## src/design/cmc_pkg.sv

```systemverilog
// package: register address, field layout and constants of the clock multiplier control
package cmc_pkg;

  // ----------------------------------------------------------------
  // register location
  // ----------------------------------------------------------------
  localparam logic [7:0] CMC_CTRL_ADDR = 8'h97;  // control register address
  localparam logic [7:0] CMC_CTRL_PAGE = 8'h0F;  // page that must be selected
  localparam logic [7:0] CMC_CTRL_RST  = 8'h00;  // reset value

  // ----------------------------------------------------------------
  // field positions
  // ----------------------------------------------------------------
  localparam int CMC_BIT_EN    = 7;  // enable bit
  localparam int CMC_BIT_INIT  = 6;  // initialize strobe bit
  localparam int CMC_BIT_RDY   = 5;  // locked flag bit
  localparam int CMC_SCALE_HI  = 4;  // scaling field msb
  localparam int CMC_SCALE_LO  = 2;  // scaling field lsb
  localparam int CMC_SRC_HI    = 1;  // source field msb
  localparam int CMC_SRC_LO    = 0;  // source field lsb

  // ----------------------------------------------------------------
  // source codes
  // ----------------------------------------------------------------
  localparam logic [1:0] CMC_SRC_INT_X2 = 2'h0;  // internal times 2
  localparam logic [1:0] CMC_SRC_EXT_X2 = 2'h1;  // external times 2
  localparam logic [1:0] CMC_SRC_INT_X4 = 2'h2;  // internal times 4
  localparam logic [1:0] CMC_SRC_EXT_X4 = 2'h3;  // external times 4

  // ----------------------------------------------------------------
  // external oscillator modes (3-bit mode field)
  // ----------------------------------------------------------------
  localparam logic [2:0] CMC_XMODE_OFF   = 3'h0;  // circuit off
  localparam logic [2:0] CMC_XMODE_CMOS  = 3'h2;  // cmos clock
  localparam logic [2:0] CMC_XMODE_CMOS2 = 3'h3;  // cmos clock, divide by 2
  localparam logic [2:0] CMC_XMODE_RC    = 3'h4;  // rc network
  localparam logic [2:0] CMC_XMODE_CAP   = 3'h5;  // capacitor
  localparam logic [2:0] CMC_XMODE_XTAL  = 3'h6;  // crystal
  localparam logic [2:0] CMC_XMODE_OSC_TERMINAL_B = 3'h7;  // crystal, divide by 2

  // ----------------------------------------------------------------
  // port pin indices taken by the oscillator
  // ----------------------------------------------------------------
  localparam int CMC_PIN_TERM_A = 2;  // first oscillator terminal
  localparam int CMC_PIN_TERM_B = 3;  // second oscillator terminal

  // ----------------------------------------------------------------
  // timing
  // ----------------------------------------------------------------
  localparam int CMC_CLK_MHZ     = 40;  // system clock rate
  localparam int CMC_LOCK_NS     = 2000; // modelled lock time after init
  localparam int CMC_LOCK_CYCLES = (CMC_LOCK_NS * CMC_CLK_MHZ) / 1000;

  // ----------------------------------------------------------------
  // decoded control carried between modules
  // ----------------------------------------------------------------
  typedef struct packed {
    logic       pll_enable;         // multiplier enabled
    logic [2:0] pll_out_scale;      // effective scaling code
    logic [1:0] pll_source_select;  // input source
    logic       ext_select;         // input is external oscillator
    logic       base_x4;            // base output is times 4
  } cmc_cfg_t;

  // scaling factor as numerator over denominator
  typedef struct packed {
    logic [2:0] num;  // numerator
    logic [2:0] den;  // denominator
  } cmc_ratio_t;

endpackage : cmc_pkg

```

## src/design/cmc_scale.sv

```systemverilog
// scaling factor decoder for the multiplier output
`timescale 1ns/1ps
module cmc_scale
  import cmc_pkg::*;
(
  // configuration in
  input  wire cmc_cfg_t   cfg,
  // ratio out
  output cmc_ratio_t      ratio,
  output logic            unscaled
);

  // ----------------------------------------------------------------
  // factor decode
  // ----------------------------------------------------------------
  // scaling factor table
  always_comb
  begin
    ratio.num = 3'h2;
    unscaled  = 1'b0;
    case (cfg.pll_out_scale)
      3'h2:    ratio.den = 3'h3;  // 2/3
      3'h3:    ratio.den = 3'h4;  // 2/4
      3'h4:    ratio.den = 3'h5;  // 2/5
      3'h5:    ratio.den = 3'h6;  // 2/6
      3'h6:    ratio.den = 3'h7;  // 2/7
      default:
      begin
        // codes 0, 1 and 7 leave the output unscaled
        ratio.num = 3'h1;
        ratio.den = 3'h1;
        unscaled  = 1'b1;
      end
    endcase
  end

endmodule : cmc_scale

```

## src/design/cmc_top.sv

```systemverilog
// clock multiplier control: control register, lock sequencing, pin takeover
// How it works
// - register at 0x97, page 0x0F only
// - bit 7 enables the multiplier
// - bit 6 reads 0; write with bit 7 set starts init once enabled
// - bit 5 shows lock, read only
// - bits 4:2 select output scaling
// - bits 1:0 select source and base
// - internal x2 ignores scaling field
// - crystal mode takes both terminal pins
// - cmos, rc and capacitor modes take second terminal only
// - scaling factors one through 2/7
`timescale 1ns/1ps
module cmc_top
  import cmc_pkg::*;
#(
  parameter int LOCK_CYCLES = CMC_LOCK_CYCLES  // cycles from init to lock
)
(
  // clock and reset
  input  wire  logic       clk,
  input  wire  logic       srst,
  // special-function register port
  input  wire  logic [7:0] sfr_addr,
  input  wire  logic [7:0] sfr_page,
  input  wire  logic       sfr_wr,
  input  wire  logic       sfr_rd,
  input  wire  logic [7:0] sfr_wdata,
  output logic       [7:0] sfr_rdata,
  output logic             sfr_hit,
  // analog loop status and control
  input  wire  logic       pll_lock_in,
  output logic             pll_run,
  output logic             pll_init_pulse,
  // external oscillator mode in
  input  wire  logic [2:0] ext_osc_mode,
  // decoded configuration out
  output cmc_cfg_t         cfg,
  output logic       [2:0] scale_num,
  output logic       [2:0] scale_den,
  output logic             clk_src_valid,
  // port pin takeover
  output logic             osc_terminal_a,
  output logic             osc_terminal_b
);

  // ----------------------------------------------------------------
  // types and storage
  // ----------------------------------------------------------------
  typedef enum logic [2:0] {
    CMC_OFF  = 3'h1,  // multiplier disabled
    CMC_IDLE = 3'h2,  // enabled, waiting for init
    CMC_LOCK = 3'h4   // init issued, waiting for lock or locked
  } cmc_state_t;

  localparam int CW = $clog2(LOCK_CYCLES + 1);  // counter width

  cmc_state_t        state;            // sequencer state
  cmc_state_t        next_state;       // next sequencer state
  logic              pll_enable;       // enable bit
  logic              next_pll_enable;  // next enable bit
  logic [2:0]        pll_out_scale;    // scaling field
  logic [2:0]        next_pll_out_scale;
  logic [1:0]        pll_source_select; // source field
  logic [1:0]        next_pll_source_select;
  logic              pll_locked_flag;  // ready flag
  logic              next_pll_locked_flag;
  logic [CW-1:0]     lock_cnt;         // settle counter
  logic [CW-1:0]     next_lock_cnt;
  logic              init_q;           // registered init pulse
  logic              next_init_q;
  logic [7:0]        rdata_q;          // registered read data
  logic [7:0]        next_rdata_q;
  logic              wr_hit;           // write to our register
  logic              pll_init_strobe;  // init requested this cycle
  cmc_ratio_t        ratio;            // decoded factor

  // ----------------------------------------------------------------
  // register decode
  // ----------------------------------------------------------------
  // address and page match
  function automatic logic sel(input logic [7:0] a, input logic [7:0] p);
    sel = (a == CMC_CTRL_ADDR) && (p == CMC_CTRL_PAGE);
  endfunction : sel

  assign sfr_hit = sel(sfr_addr, sfr_page) && (sfr_wr || sfr_rd);
  assign wr_hit  = sfr_wr && sel(sfr_addr, sfr_page);

  // init only while enable already set and kept set by the same write
  assign pll_init_strobe = wr_hit && sfr_wdata[CMC_BIT_INIT] && sfr_wdata[CMC_BIT_EN];

  // ----------------------------------------------------------------
  // next-state logic
  // ----------------------------------------------------------------
  // register fields, lock sequencing and read data
  always_comb
  begin
    next_pll_enable        = pll_enable;
    next_pll_out_scale     = pll_out_scale;
    next_pll_source_select = pll_source_select;
    next_state             = state;
    next_lock_cnt          = lock_cnt;
    next_pll_locked_flag   = pll_locked_flag;
    next_init_q            = 1'b0;
    next_rdata_q           = rdata_q;
    if (wr_hit)
    begin
      next_pll_enable        = sfr_wdata[CMC_BIT_EN];
      next_pll_out_scale     = sfr_wdata[CMC_SCALE_HI:CMC_SCALE_LO];
      next_pll_source_select = sfr_wdata[CMC_SRC_HI:CMC_SRC_LO];
    end
    case (state)
      CMC_OFF:
      begin
        if (next_pll_enable)
          next_state = CMC_IDLE;
      end
      CMC_IDLE:
      begin
        if (pll_init_strobe)
        begin
          next_state    = CMC_LOCK;
          next_lock_cnt = '0;
          next_init_q   = 1'b1;
        end
      end
      CMC_LOCK:
      begin
        // lock after settle and loop lock
        if (lock_cnt != CW'(LOCK_CYCLES))
          next_lock_cnt = lock_cnt + CW'(1);
        else if (pll_lock_in)
          next_pll_locked_flag = 1'b1;
        if (pll_init_strobe)
        begin
          next_lock_cnt        = '0;
          next_pll_locked_flag = 1'b0;
          next_init_q          = 1'b1;
        end
      end
      default:
        next_state = CMC_OFF;
    endcase
    if (!next_pll_enable)
    begin
      next_state           = CMC_OFF;
      next_pll_locked_flag = 1'b0;
      next_init_q          = 1'b0;
    end
    // init bit reads back as 0
    if (sfr_rd && sel(sfr_addr, sfr_page))
      next_rdata_q = {pll_enable, 1'b0, pll_locked_flag, pll_out_scale, pll_source_select};
  end

  // ----------------------------------------------------------------
  // registers
  // ----------------------------------------------------------------
  // state update with synchronous reset
  always_ff @(posedge clk)
  begin
    if (srst)
    begin
      state             <= CMC_OFF;
      pll_enable        <= CMC_CTRL_RST[CMC_BIT_EN];
      pll_out_scale     <= CMC_CTRL_RST[CMC_SCALE_HI:CMC_SCALE_LO];
      pll_source_select <= CMC_CTRL_RST[CMC_SRC_HI:CMC_SRC_LO];
      pll_locked_flag   <= 1'b0;
      lock_cnt          <= '0;
      init_q            <= 1'b0;
      rdata_q           <= CMC_CTRL_RST;
    end
    else
    begin
      state             <= next_state;
      pll_enable        <= next_pll_enable;
      pll_out_scale     <= next_pll_out_scale;
      pll_source_select <= next_pll_source_select;
      pll_locked_flag   <= next_pll_locked_flag;
      lock_cnt          <= next_lock_cnt;
      init_q            <= next_init_q;
      rdata_q           <= next_rdata_q;
    end
  end

  // ----------------------------------------------------------------
  // configuration outputs
  // ----------------------------------------------------------------
  // loop runs only while enabled
  assign pll_run        = pll_enable;
  assign pll_init_pulse = init_q;
  assign sfr_rdata      = rdata_q;

  // effective configuration handed to the clock path
  always_comb
  begin
    cfg.pll_enable        = pll_enable;
    cfg.pll_source_select = pll_source_select;
    cfg.ext_select        = pll_source_select[CMC_SRC_LO];
    cfg.base_x4           = pll_source_select[CMC_SRC_HI];
    if (pll_source_select == CMC_SRC_INT_X2)
      cfg.pll_out_scale = 3'h0;
    else
      cfg.pll_out_scale = pll_out_scale;
  end

  // factor decoder
  cmc_scale u_scale
  (
    .cfg      (cfg),
    .ratio    (ratio),
    .unscaled ()
  );

  assign scale_num     = ratio.num;
  assign scale_den     = ratio.den;
  assign clk_src_valid = pll_locked_flag;

  // ----------------------------------------------------------------
  // oscillator pin takeover
  // ----------------------------------------------------------------
  // pins are claimed as soon as the mode register selects a mode
  always_comb
  begin
    osc_terminal_a = 1'b0;
    osc_terminal_b = 1'b0;
    case (ext_osc_mode)
      CMC_XMODE_XTAL, CMC_XMODE_OSC_TERMINAL_B:
      begin
        osc_terminal_a = 1'b1;
        osc_terminal_b = 1'b1;
      end
      CMC_XMODE_CMOS, CMC_XMODE_CMOS2, CMC_XMODE_RC, CMC_XMODE_CAP:
        osc_terminal_b = 1'b1;
      default:
        osc_terminal_b = 1'b0;
    endcase
  end

endmodule : cmc_top

```

## config.mk

```make
export PLATFORM = sky130hd
export DESIGN_NAME = cmc_top
export DESIGN_NICKNAME = d
export VERILOG_FILES = /design/src/design/cmc_pkg.sv /design/src/design/cmc_scale.sv /design/src/design/cmc_top.sv
export SDC_FILE = /design/constraint.sdc
export NUM_CORES = 1
export LEC_CHECK = 0
export BUFFER_PORTS_ARGS = -buffer_cell sky130_fd_sc_hd__buf_2
export CAP_MARGIN = 40
export CORE_ASPECT_RATIO = 2
export CORE_MARGIN = 10
export CORE_UTILIZATION = 50
export DETAILED_ROUTE_END_ITERATION = 16
export PLACE_DENSITY = 0.94
export SYNTH_ARGS = -nofsm -noshare
export SYNTH_HDL_FRONTEND = slang
export SYNTH_SLANG_ARGS = --single-unit
```

## constraint.sdc

```tcl
create_clock -name clk -period 5.1 [get_ports clk]
set_input_delay 1.02 -clock clk [delete_from_list [all_inputs] [get_ports clk]]
set_output_delay 1.02 -clock clk [all_outputs]
set_load 0.03 [all_outputs]
```

==> impl_metrics.py, run 1 <==
metrics = {
    "critical_path": {
        "arrival_ns": 2.66,
        "startpoint_type": "primary input",
        "crit_path_end": "sfr_hit",
        "r2r_start": "state[2]",
        "crit_type": "primary input to output pin",
        "rr_worst_depth": 5,
        "cp_data_required_time_ns": 4.08,
        "critPathMaxFanout": 8,
        "crit_start": "sfr_addr[5]",
        "rr_endpoint": "lock_cnt[2]",
        "ff2ff_setup_slack_ns": 3.10,
        "worst_setup_path_end_kind": "output pin",
    },
    "power": {
        "p_sw_share_pct": 22.5,
        "power_frac_seq_pct": 57.8,
        "power.leakage_uw": 0.000814,
        "power_density_nw_per_um2": 202,
        "pwr-share-clk_pct": 35.2,
        "p_int_uw": 261,
        "worst_ir_drop_vdd_mv": 0.180,
        "p_comb_share_pct": 7.0,
        "switchingPower_uw": 75.7,
    },
    "global_route": {
        "grt.overflow.total": 0,
        "grt_max_degree": 17,
        "grt_util_all_layers_pct": 13.4,
        "grt_pass1_wl_um": 6100,
        "grt_pass1_vias": 1391,
        "antenna_found_initial": 0,
    },
    "placement": {
        "dp_hpwl_um": 2970,
        "port_buffers": 55,
        "place_congestion": 0.840,
        "dpl-instance-area_um2": 1620,
    },
    "clock_network": {
        "cts.sinks": 25,
        "cts-root-buf": "clkbuf_8",
        "cts_setup_buffers": 0,
        "cts_resized": 0,
        "cts_hold_buffers": 0,
        "cts_buffer_depth": 2,
        "cts_tree": "yes",
        "cts_made_buffers": 3,
        "clk_latency_ns": 0.27,
        "cts_max_level": 1,
        "path_clk_slew_ns": 0.09,
    },
    "layout": {
        "drive_gt1_share_pct": 36.9,
        "insertedDiodeCount": 0,
        "fin_nets": 233,
        "synthToLayoutAreaGrowth_pct": 22.8,
        "fin_area_um2": 1670,
    },
    "timing": {
        "hold_viol": 0,
        "finalSetupViolCount": 0,
        "worstMarginPinSlew_ns": 0.526,
        "skew_ns": 0.00630,
        "fin_crit_ns": 3.68,
        "final_max_slew_viol_count": 0,
        "tns_ns": 0,
        "relSlewSlack_pct": 64.8,
        "max_freq_ghz": 0.271,
        "period_share_pct": 72.2,
        "hold-worst-slack_ns": 0.499,
        "rsz0062_at_grt": "false",
    },
    "synthesis": {
        "yosysSeqAreaShare_pct": 36.8,
        "synth_area_leaders": "dfxtp_1 (37%), mux2i_1 (10%), nor2_1 (4.4%)",
        "synth_edf_count": 0,
        "yosysMostFrequentCell": "dfxtp_1",
        "synth_ff_type": "dfxtp_1",
        "ys_ff_latch": 25,
        "synthTopCellsByCount": "dfxtp_1 (25), nor2_1 (16), mux2i_1 (14), inv_1 (10), nand2_1 (10)",
        "ys_types": 47,
        "synth_cells": 147,
        "yosys_warnings": 0,
        "syn_area_um2": 1360,
        "synth_top_cell_by_area": "dfxtp_1",
        "syn_avg_cell_area_um2": 9.26,
        "synth_top_area_share_pct": 36.8,
        "synthArstFlopShare_pct": 0,
    },
    "detailed_routing": {
        "post_drt_wl_per_cell_um": 16.4,
        "drt_pass1_iterations": 4,
        "avgViaCountPerCell": 5.54,
        "routed_wl_um": 3710,
        "drc": 0,
        "num_vias": 1251,
        "first_iter_violations": 25,
        "ant_nets": 0,
    },
    "floorplan": {
        "core.rowCount": 26,
        "start_util_pct": 53.0,
        "ios": 60,
        "die_area_um2": 5340,
        "die_x_um": 56.9,
        "fp.coreArea_um2": 2570,
        "die_h_um": 93.8,
    },
    "job": {
        "maxCapViolations": 0,
    },
    "status": {
        "status": "completed",
    },
    "worst_hold_path": {
        "hold_path_class": "register to register",
    },
}
[registers in the layout, indices dropped and copies added, names as in the netlist]
register           cells
pll_out_scale          3
pll_source_select      2
sfr_rdata              7
pll_init_pulse         1
lock_cnt               7
state                  3
clk_src_valid          1
pll_run                1
[how the worst min path moves through the flow]
stage	start	to	slack, ns	cells after the start
after global routing	sfr_rdata[2]	sfr_rdata[2]	0.54	2
after CTS	lock_cnt[1]	lock_cnt[1]	0.50	2
final	lock_cnt[1]	lock_cnt[1]	0.50	2
after global placement	sfr_rdata[2]	sfr_rdata[2]	0.47	2
after detailed placement	sfr_rdata[2]	sfr_rdata[2]	0.49	2
after floorplan	lock_cnt[1]	lock_cnt[1]	0.46	2
[final cells by class]
type	count	area (um2)
multi-input combinational	104	774
clock buffer	3	41.3
inverter	10	37.5
tap	28	35.0
timing repair buffer	55	275
clock inverter	1	7.51
sequential	25	500
fill	206	898
[stage by stage]
step / std cells / util [%] / setup WS [ns] / total power, uW
global route: 226 / 65.0 / 1.34 / 347
floorplan: 148 / - / 1.68 / 210
CTS: 226 / 65.0 / 1.40 / 337
detailed placement: 222 / 63.1 / 1.46 / 223
finish: 226 / 65.0 / 1.42 / 337
global placement: 222 / 63.1 / 1.46 / 222
[critical path, stage by stage]
cell     delay (ns)
buf_2          0.10
or4b_4         0.54
nor3_4         0.33
nand3_2        0.29
nand2_1        0.17
buf_2          0.22
[logic make-up (layout without fill, tap and decap cells)]
logic type / count (synthesis) / in the layout / share of synthesized area [%]
muxes: 15 / 15 / 11.3
other: 1 / 2 / 0.275
DFF: 25 / 25 / 36.8
and+or+nand+nor: 64 / 64 / 31.4
AOI/OAI and AO/OA: 17 / 17 / 9.19
buffers and inverters: 19 / 69 / 6.62
adders and majority gates: 2 / 2 / 1.84
xor gates and xnor gates: 4 / 4 / 2.57
[layout by cell type (no fill, tap or decap), types with 4 or more instances in the layout]
cell / count
dfxtp_1: 25
nand2_1: 10
o221ai_1: 4
nor2_1: 16
mux2i_1: 14
buf_2: 55
inv_1: 10
[power groups by stage]
stage	registers [uW]	clock network [uW]	logic, uW
after global routing	195	127	25.5
after detailed placement	200	0	23.5
final	195	118	23.6
after CTS	195	119	23.8
after global placement	200	0	22.9
after floorplan	200	0	10.5
[metal layers]
metal / routed length (um) / GRT usage, % / vias to the layer above
li1: - / - / 610
met4: 28 / 3.35 / 0
met2: 2170 / 27.2 / 43
met3: 249 / 4.74 / 7
met1: 1270 / 11.6 / 591
met5: 0 / 0 / -
No activity file was read; power rests on OpenSTA's default activity.
==> run 2: changes to the inputs <==
--- a/config.mk
+++ b/config.mk
@@ -5,13 +5,14 @@
 export SDC_FILE = /design/constraint.sdc
 export NUM_CORES = 1
 export LEC_CHECK = 0
+export ABC_AREA = 1
 export BUFFER_PORTS_ARGS = -buffer_cell sky130_fd_sc_hd__buf_2
 export CAP_MARGIN = 40
 export CORE_ASPECT_RATIO = 2
 export CORE_MARGIN = 10
-export CORE_UTILIZATION = 50
+export CORE_UTILIZATION = 47
 export DETAILED_ROUTE_END_ITERATION = 16
-export PLACE_DENSITY = 0.94
+export PLACE_DENSITY = 0.89
 export SYNTH_ARGS = -nofsm -noshare
 export SYNTH_HDL_FRONTEND = slang
 export SYNTH_SLANG_ARGS = --single-unit
==> constraint.sdc (replaced) <==
create_clock -name clk -period 3.7 [get_ports clk]
set_input_delay 0.74 -clock clk [delete_from_list [all_inputs] [get_ports clk]]
set_output_delay 0.74 -clock clk [all_outputs]
set_load 0.03 [all_outputs]
==> impl_metrics.py, run 2 <==
metrics = {
    "detailed_routing": {
        "drt_pass1_iterations": 4,
        "num_vias": 1489,
        "routed_wl_um": 3700,
        "met3_length_um": 289,
        "wl_met1_um": 1220,
        "post_drt_wl_per_cell_um": 12.5,
        "drc": 0,
        "first_iter_violations": 34,
        "route.met2.wl_um": 2100,
        "avgViaCountPerCell": 5.03,
        "ant_nets": 0,
        "route.top_layer_used": "met4",
    },
    "synthesis": {
        "synth_cells": 215,
        "synth_edf_count": 0,
        "yosysMostFrequentCell": "nand2_1",
        "yosys_warnings": 0,
        "syn_area_um2": 1390,
        "synth_top_cell_by_area": "dfxtp_1",
        "synth_top_area_share_pct": 36.0,
        "ys_types": 27,
        "yosysSeqAreaShare_pct": 36.0,
        "synthTopCellsByCount": "nand2_1 (58), inv_1 (32), nor2_1 (31), dfxtp_1 (25), a21oi_1 (14)",
        "synth_ff_type": "dfxtp_1",
        "synthArstFlopShare_pct": 0,
        "syn_avg_cell_area_um2": 6.47,
        "synth_area_leaders": "dfxtp_1 (36%), nand2_1 (16%), inv_1 (8.6%)",
        "ys_ff_latch": 25,
    },
    "power": {
        "pwr-share-clk_pct": 34.8,
        "worst_ir_drop_vdd_mv": 0.299,
        "switchingPower_uw": 111,
        "p_sw_share_pct": 23.5,
        "power.leakage_uw": 0.000932,
        "power_frac_seq_pct": 57.1,
        "p_int_uw": 360,
        "p_comb_share_pct": 8.1,
        "power_density_nw_per_um2": 277,
        "total_power_uw": 471,
    },
    "layout": {
        "synthToLayoutAreaGrowth_pct": 22.1,
        "drive_gt1_share_pct": 25.1,
        "insertedDiodeCount": 0,
        "layout_commonest_cell": "nand2_1",
        "final_cell_mix": "nand2_1 (58), buf_2 (55), inv_1 (32)",
        "fin_nets": 302,
        "final_util_pct": 60.6,
    },
    "clock_network": {
        "path_clk_slew_ns": 0.09,
        "cts_max_level": 1,
        "cts_buffer_depth": 2,
        "cts-root-buf": "clkbuf_8",
        "clk_latency_ns": 0.27,
        "cts_resized": 0,
        "cts_setup_buffers": 0,
        "cts.sinks": 25,
        "cts_hold_buffers": 0,
        "cts_tree": "yes",
        "cts_made_buffers": 3,
    },
    "floorplan": {
        "die_h_um": 96.9,
        "die_x_um": 58.5,
        "die_area_um2": 5660,
        "start_util_pct": 49.6,
        "fp.coreArea_um2": 2800,
        "ios": 60,
        "core.rowCount": 27,
    },
    "critical_path": {
        "worst_setup_path_end_kind": "output pin",
        "crit_type": "primary input to output pin",
        "critPathMaxFanout": 11,
        "max_stage_delay_ns": 0.24,
        "cp_data_required_time_ns": 2.96,
        "crit_slowest_cell": "nand2_1",
        "startpoint_type": "primary input",
        "cpMostUsedCell": "nand2_1",
        "path_cells": "buf_2, inv_1, nand2_1, nor2_2, nand2_2, nor2_4, nand2_1, nand2_1, buf_2",
        "arrival_ns": 1.81,
    },
    "status": {
        "status": "completed",
    },
    "global_route": {
        "grt_max_degree": 15,
        "grt.overflow.total": 0,
        "grt_pass1_vias": 1436,
        "grt_util_all_layers_pct": 13.0,
        "antenna_found_initial": 0,
        "grt_pass1_wl_um": 6060,
    },
    "worst_hold_path": {
        "hold_path_class": "register to register",
    },
    "placement": {
        "place_congestion": 0.854,
        "pre_cts_ws_ns": 1.12,
        "port_buffers": 55,
        "dp_hpwl_um": 3110,
    },
    "timing": {
        "hold_viol": 0,
        "finalSetupViolCount": 0,
        "fin_crit_ns": 2.55,
        "skew_ns": 0.00222,
        "final_max_slew_viol_count": 0,
        "max_freq_ghz": 0.392,
        "period_share_pct": 68.9,
        "rsz0062_at_grt": "false",
        "tns_ns": 0,
        "fin_ws_ns": 1.15,
    },
    "job": {
        "maxCapViolations": 0,
    },
}
==> run 2: changes by cell type after synthesis, moves of 4 or more <==
cell	delta
o221ai_1	-4
nand2_1	+48
nand3_1	+8
o21ai_0	+6
inv_1	+22
nor2_1	+15
a21oi_1	+12
mux2i_1	-14
==> run 2: power groups by stage <==
stage | Clock [uW] | Sequential, uW | Combinational [uW]
after floorplan | 0 | 275 | 18.7
after global placement | 0 | 275 | 37.3
after detailed placement | 0 | 275 | 38.0
after CTS | 168 | 269 | 38.2
after global routing | 179 | 269 | 42.2
final | 164 | 269 | 38.2
==> run 2: kinds of logic (layout without fill, tap and decap cells) <==
kind of cell    count (synthesis)  after routing  share of synthesized area [%]
compound gates                 26             26                           10.1
xor+xnor                        4              4                           2.52
fa+ha+maj                       2              2                           1.80
buf+inv                        41             92                           12.8
flops                          25             25                           36.0
other cells                     1              2                          0.270
simple gates                  116            116                           36.5
==> run 2: metal layers <==
metal | GRT usage (%) | vias to the layer above
met4 | 7.25 | 0
met5 | 0 | -
met1 | 11.0 | 670
li1 | - | 763
met2 | 24.2 | 47
met3 | 4.31 | 9
==> run 2: path summary, 6_finish.rpt <==
| path | endpoint | slack [ns] | startpoint | cells past startpoint |
|---|---|---|---|---|
| setup reg to reg | lock_cnt[3] | 2.24 | lock_cnt[0] | 10 |
| hold / removal | sfr_rdata[1] | 0.46 | sfr_rdata[1] | 2 |
| hold reg to reg | sfr_rdata[1] | 0.46 | sfr_rdata[1] | 2 |
| setup / recovery | sfr_hit | 1.15 | sfr_addr[5] | 9 |
==> run 2: metrics by stage <==
stage               std cells  hold WS (ns)  instance area (um2)
floorplan                 216         0.452                 1390
finish                    296         0.464                 1700
global placement          292         0.449                 1650
CTS                       296         0.466                 1700
detailed placement        292         0.452                 1650
global route              296         0.488                 1700
==> run 2: critical path, delay by kind of cell <==
kind                   cells  cell delay, ns
AND/OR/NAND/NOR            6            0.71
buffers and inverters      3            0.35
==> run 2: area by class of cell <==
cell class,count,area [um2]
Inverter,33,124
Multi-Input combinational cell,150,716
Fill cell,268,1110
Clock buffer,3,41.3
Sequential cell,25,500
Timing Repair Buffer,55,275
Clock inverter,1,5.00
Tap cell,29,36.3
==> run 3: changes to the inputs <==
--- a/config.mk
+++ b/config.mk
@@ -5,14 +5,14 @@
 export SDC_FILE = /design/constraint.sdc
 export NUM_CORES = 1
 export LEC_CHECK = 0
-export ABC_AREA = 1
+export ABC_AREA = 0
 export BUFFER_PORTS_ARGS = -buffer_cell sky130_fd_sc_hd__buf_2
 export CAP_MARGIN = 40
 export CORE_ASPECT_RATIO = 2
 export CORE_MARGIN = 10
-export CORE_UTILIZATION = 47
+export CORE_UTILIZATION = 46
 export DETAILED_ROUTE_END_ITERATION = 16
-export PLACE_DENSITY = 0.89
+export PLACE_DENSITY = 0.88
 export SYNTH_ARGS = -nofsm -noshare
 export SYNTH_HDL_FRONTEND = slang
 export SYNTH_SLANG_ARGS = --single-unit
==> constraint.sdc (replaced) <==
create_clock -name clk -period 2.62 [get_ports clk]
set_input_delay 0.524 -clock clk [delete_from_list [all_inputs] [get_ports clk]]
set_output_delay 0.524 -clock clk [all_outputs]
set_load 0.03 [all_outputs]
==> impl_metrics.py, run 3 (synthesis gave the netlist of run 1 again) <==
metrics = {
    "critical_path": {
        "critPathMaxFanout": 5,
        "worst_setup_path_end_kind": "output pin",
        "arrival_ns": 1.89,
        "crit_type": "primary input to output pin",
        "cp_data_required_time_ns": 2.10,
        "startpoint_type": "primary input",
    },
    "floorplan": {
        "start_util_pct": 48.5,
        "ios": 60,
        "die_area_um2": 5670,
        "fp.coreArea_um2": 2800,
        "core.rowCount": 27,
        "die_h_um": 96.9,
        "die_x_um": 58.5,
    },
    "global_route": {
        "grt_max_degree": 17,
        "antenna_found_initial": 0,
        "grt.overflow.total": 0,
        "grt_pass1_wl_um": 6060,
        "grt_pass1_vias": 1314,
        "grt_util_all_layers_pct": 12.9,
    },
    "layout": {
        "final_util_pct": 60.2,
        "final_cell_mix": "buf_2 (55), dfxtp_1 (25), nor2_1 (16)",
        "layout_commonest_cell": "buf_2",
        "drive_gt1_share_pct": 37.5,
        "insertedDiodeCount": 0,
        "fin_nets": 235,
        "synthToLayoutAreaGrowth_pct": 24.0,
        "n_fill_cell": 235,
    },
    "power": {
        "p_int_uw": 509,
        "pwr-share-clk_pct": 35.5,
        "p_sw_share_pct": 22.7,
        "p_comb_share_pct": 6.9,
        "power_density_nw_per_um2": 390,
        "power.leakage_uw": 0.000823,
        "worst_ir_drop_vdd_mv": 0.445,
        "power_frac_seq_pct": 57.6,
        "switchingPower_uw": 150,
    },
    "placement": {
        "place_congestion": 0.791,
        "pre_cts_ws_ns": 0.180,
        "port_buffers": 55,
        "dp_hpwl_um": 2980,
    },
    "clock_network": {
        "cts_buffer_depth": 2,
        "cts_made_buffers": 3,
        "cts_max_level": 1,
        "cts_resized": 0,
        "cts_hold_buffers": 0,
        "cts_setup_buffers": 0,
        "cts_tree": "yes",
        "cts-root-buf": "clkbuf_8",
        "clk_latency_ns": 0.28,
        "cts.sinks": 25,
        "path_clk_slew_ns": 0.09,
    },
    "timing": {
        "worstMarginPinSlew_ns": 0.530,
        "hold-worst-slack_ns": 0.471,
        "rsz0062_at_grt": "false",
        "finalSetupViolCount": 0,
        "fin_ws_ns": 0.202,
        "hold_viol": 0,
        "period_share_pct": 92.3,
        "final_max_slew_viol_count": 0,
        "tns_ns": 0,
        "skew_ns": 0.00389,
        "fin_crit_ns": 2.42,
        "max_freq_ghz": 0.414,
        "relSlewSlack_pct": 64.5,
    },
    "detailed_routing": {
        "ant_nets": 0,
        "post_drt_wl_per_cell_um": 15.6,
        "avgViaCountPerCell": 5.36,
        "num_vias": 1227,
        "drt_pass1_iterations": 3,
        "first_iter_violations": 8,
        "routed_wl_um": 3580,
        "drc": 0,
    },
    "job": {
        "maxCapViolations": 0,
    },
    "worst_hold_path": {
        "hold_path_class": "primary input to register",
    },
    "status": {
        "status": "completed",
    },
}
## run 3: final cells by class
type | count | area (um2) | area share [%]
Multi-Input combinational cell | 104 | 774 | 45.9
Sequential cell | 25 | 500 | 29.7
Timing Repair Buffer | 57 | 290 | 17.2
Clock buffer | 3 | 41.3 | 2.45
Inverter | 10 | 37.5 | 2.22
Tap cell | 29 | 36.3 | 2.15
Clock inverter | 1 | 7.51 | 0.445
## run 3: critical path: stages
cell	delay [ns]
buf_2	0.09
or4b_4	0.54
nor3_4	0.34
nand3_2	0.12
nand2_1	0.08
buf_2	0.20
## run 3: power by group through the flow
stage | Combinational, uW | Clock (uW) | Sequential, uW
floorplan | 20.5 | 0 | 389
global placement | 44.5 | 0 | 389
detailed placement | 45.4 | 0 | 389
CTS | 45.7 | 240 | 380
global route | 49.6 | 252 | 380
finish | 45.2 | 234 | 380
## run 3: through the flow
stage                     instance area [um2]  power [uW]  std cells
final                                    1690         659        229
after CTS                                1690         666        229
after global placement                   1640         433        225
after floorplan                          1370         409        148
after detailed placement                 1640         434        225
after global routing                     1690         681        229
## run 3: layer usage
metal | GRT usage (%) | up-vias | wire length [um]
met2 | 23.9 | 38 | 2040
met4 | 4.53 | 0 | 64
met5 | 0 | - | 0
met3 | 4.18 | 7 | 224
met1 | 12.2 | 570 | 1250
li1 | - | 612 | -
## run 3: path summary, 6_finish.rpt
| path | startpoint | end | slack, ns | cells past startpoint |
|---|---|---|---|---|
| setup / recovery | sfr_addr[5] | sfr_hit | 0.20 | 6 |
| hold / removal | sfr_wdata[3] | pll_out_scale[1] | 0.47 | 3 |
| setup reg to reg | state[2] | lock_cnt[2] | 0.68 | 5 |
| hold reg to reg | lock_cnt[1] | lock_cnt[1] | 0.50 | 2 |
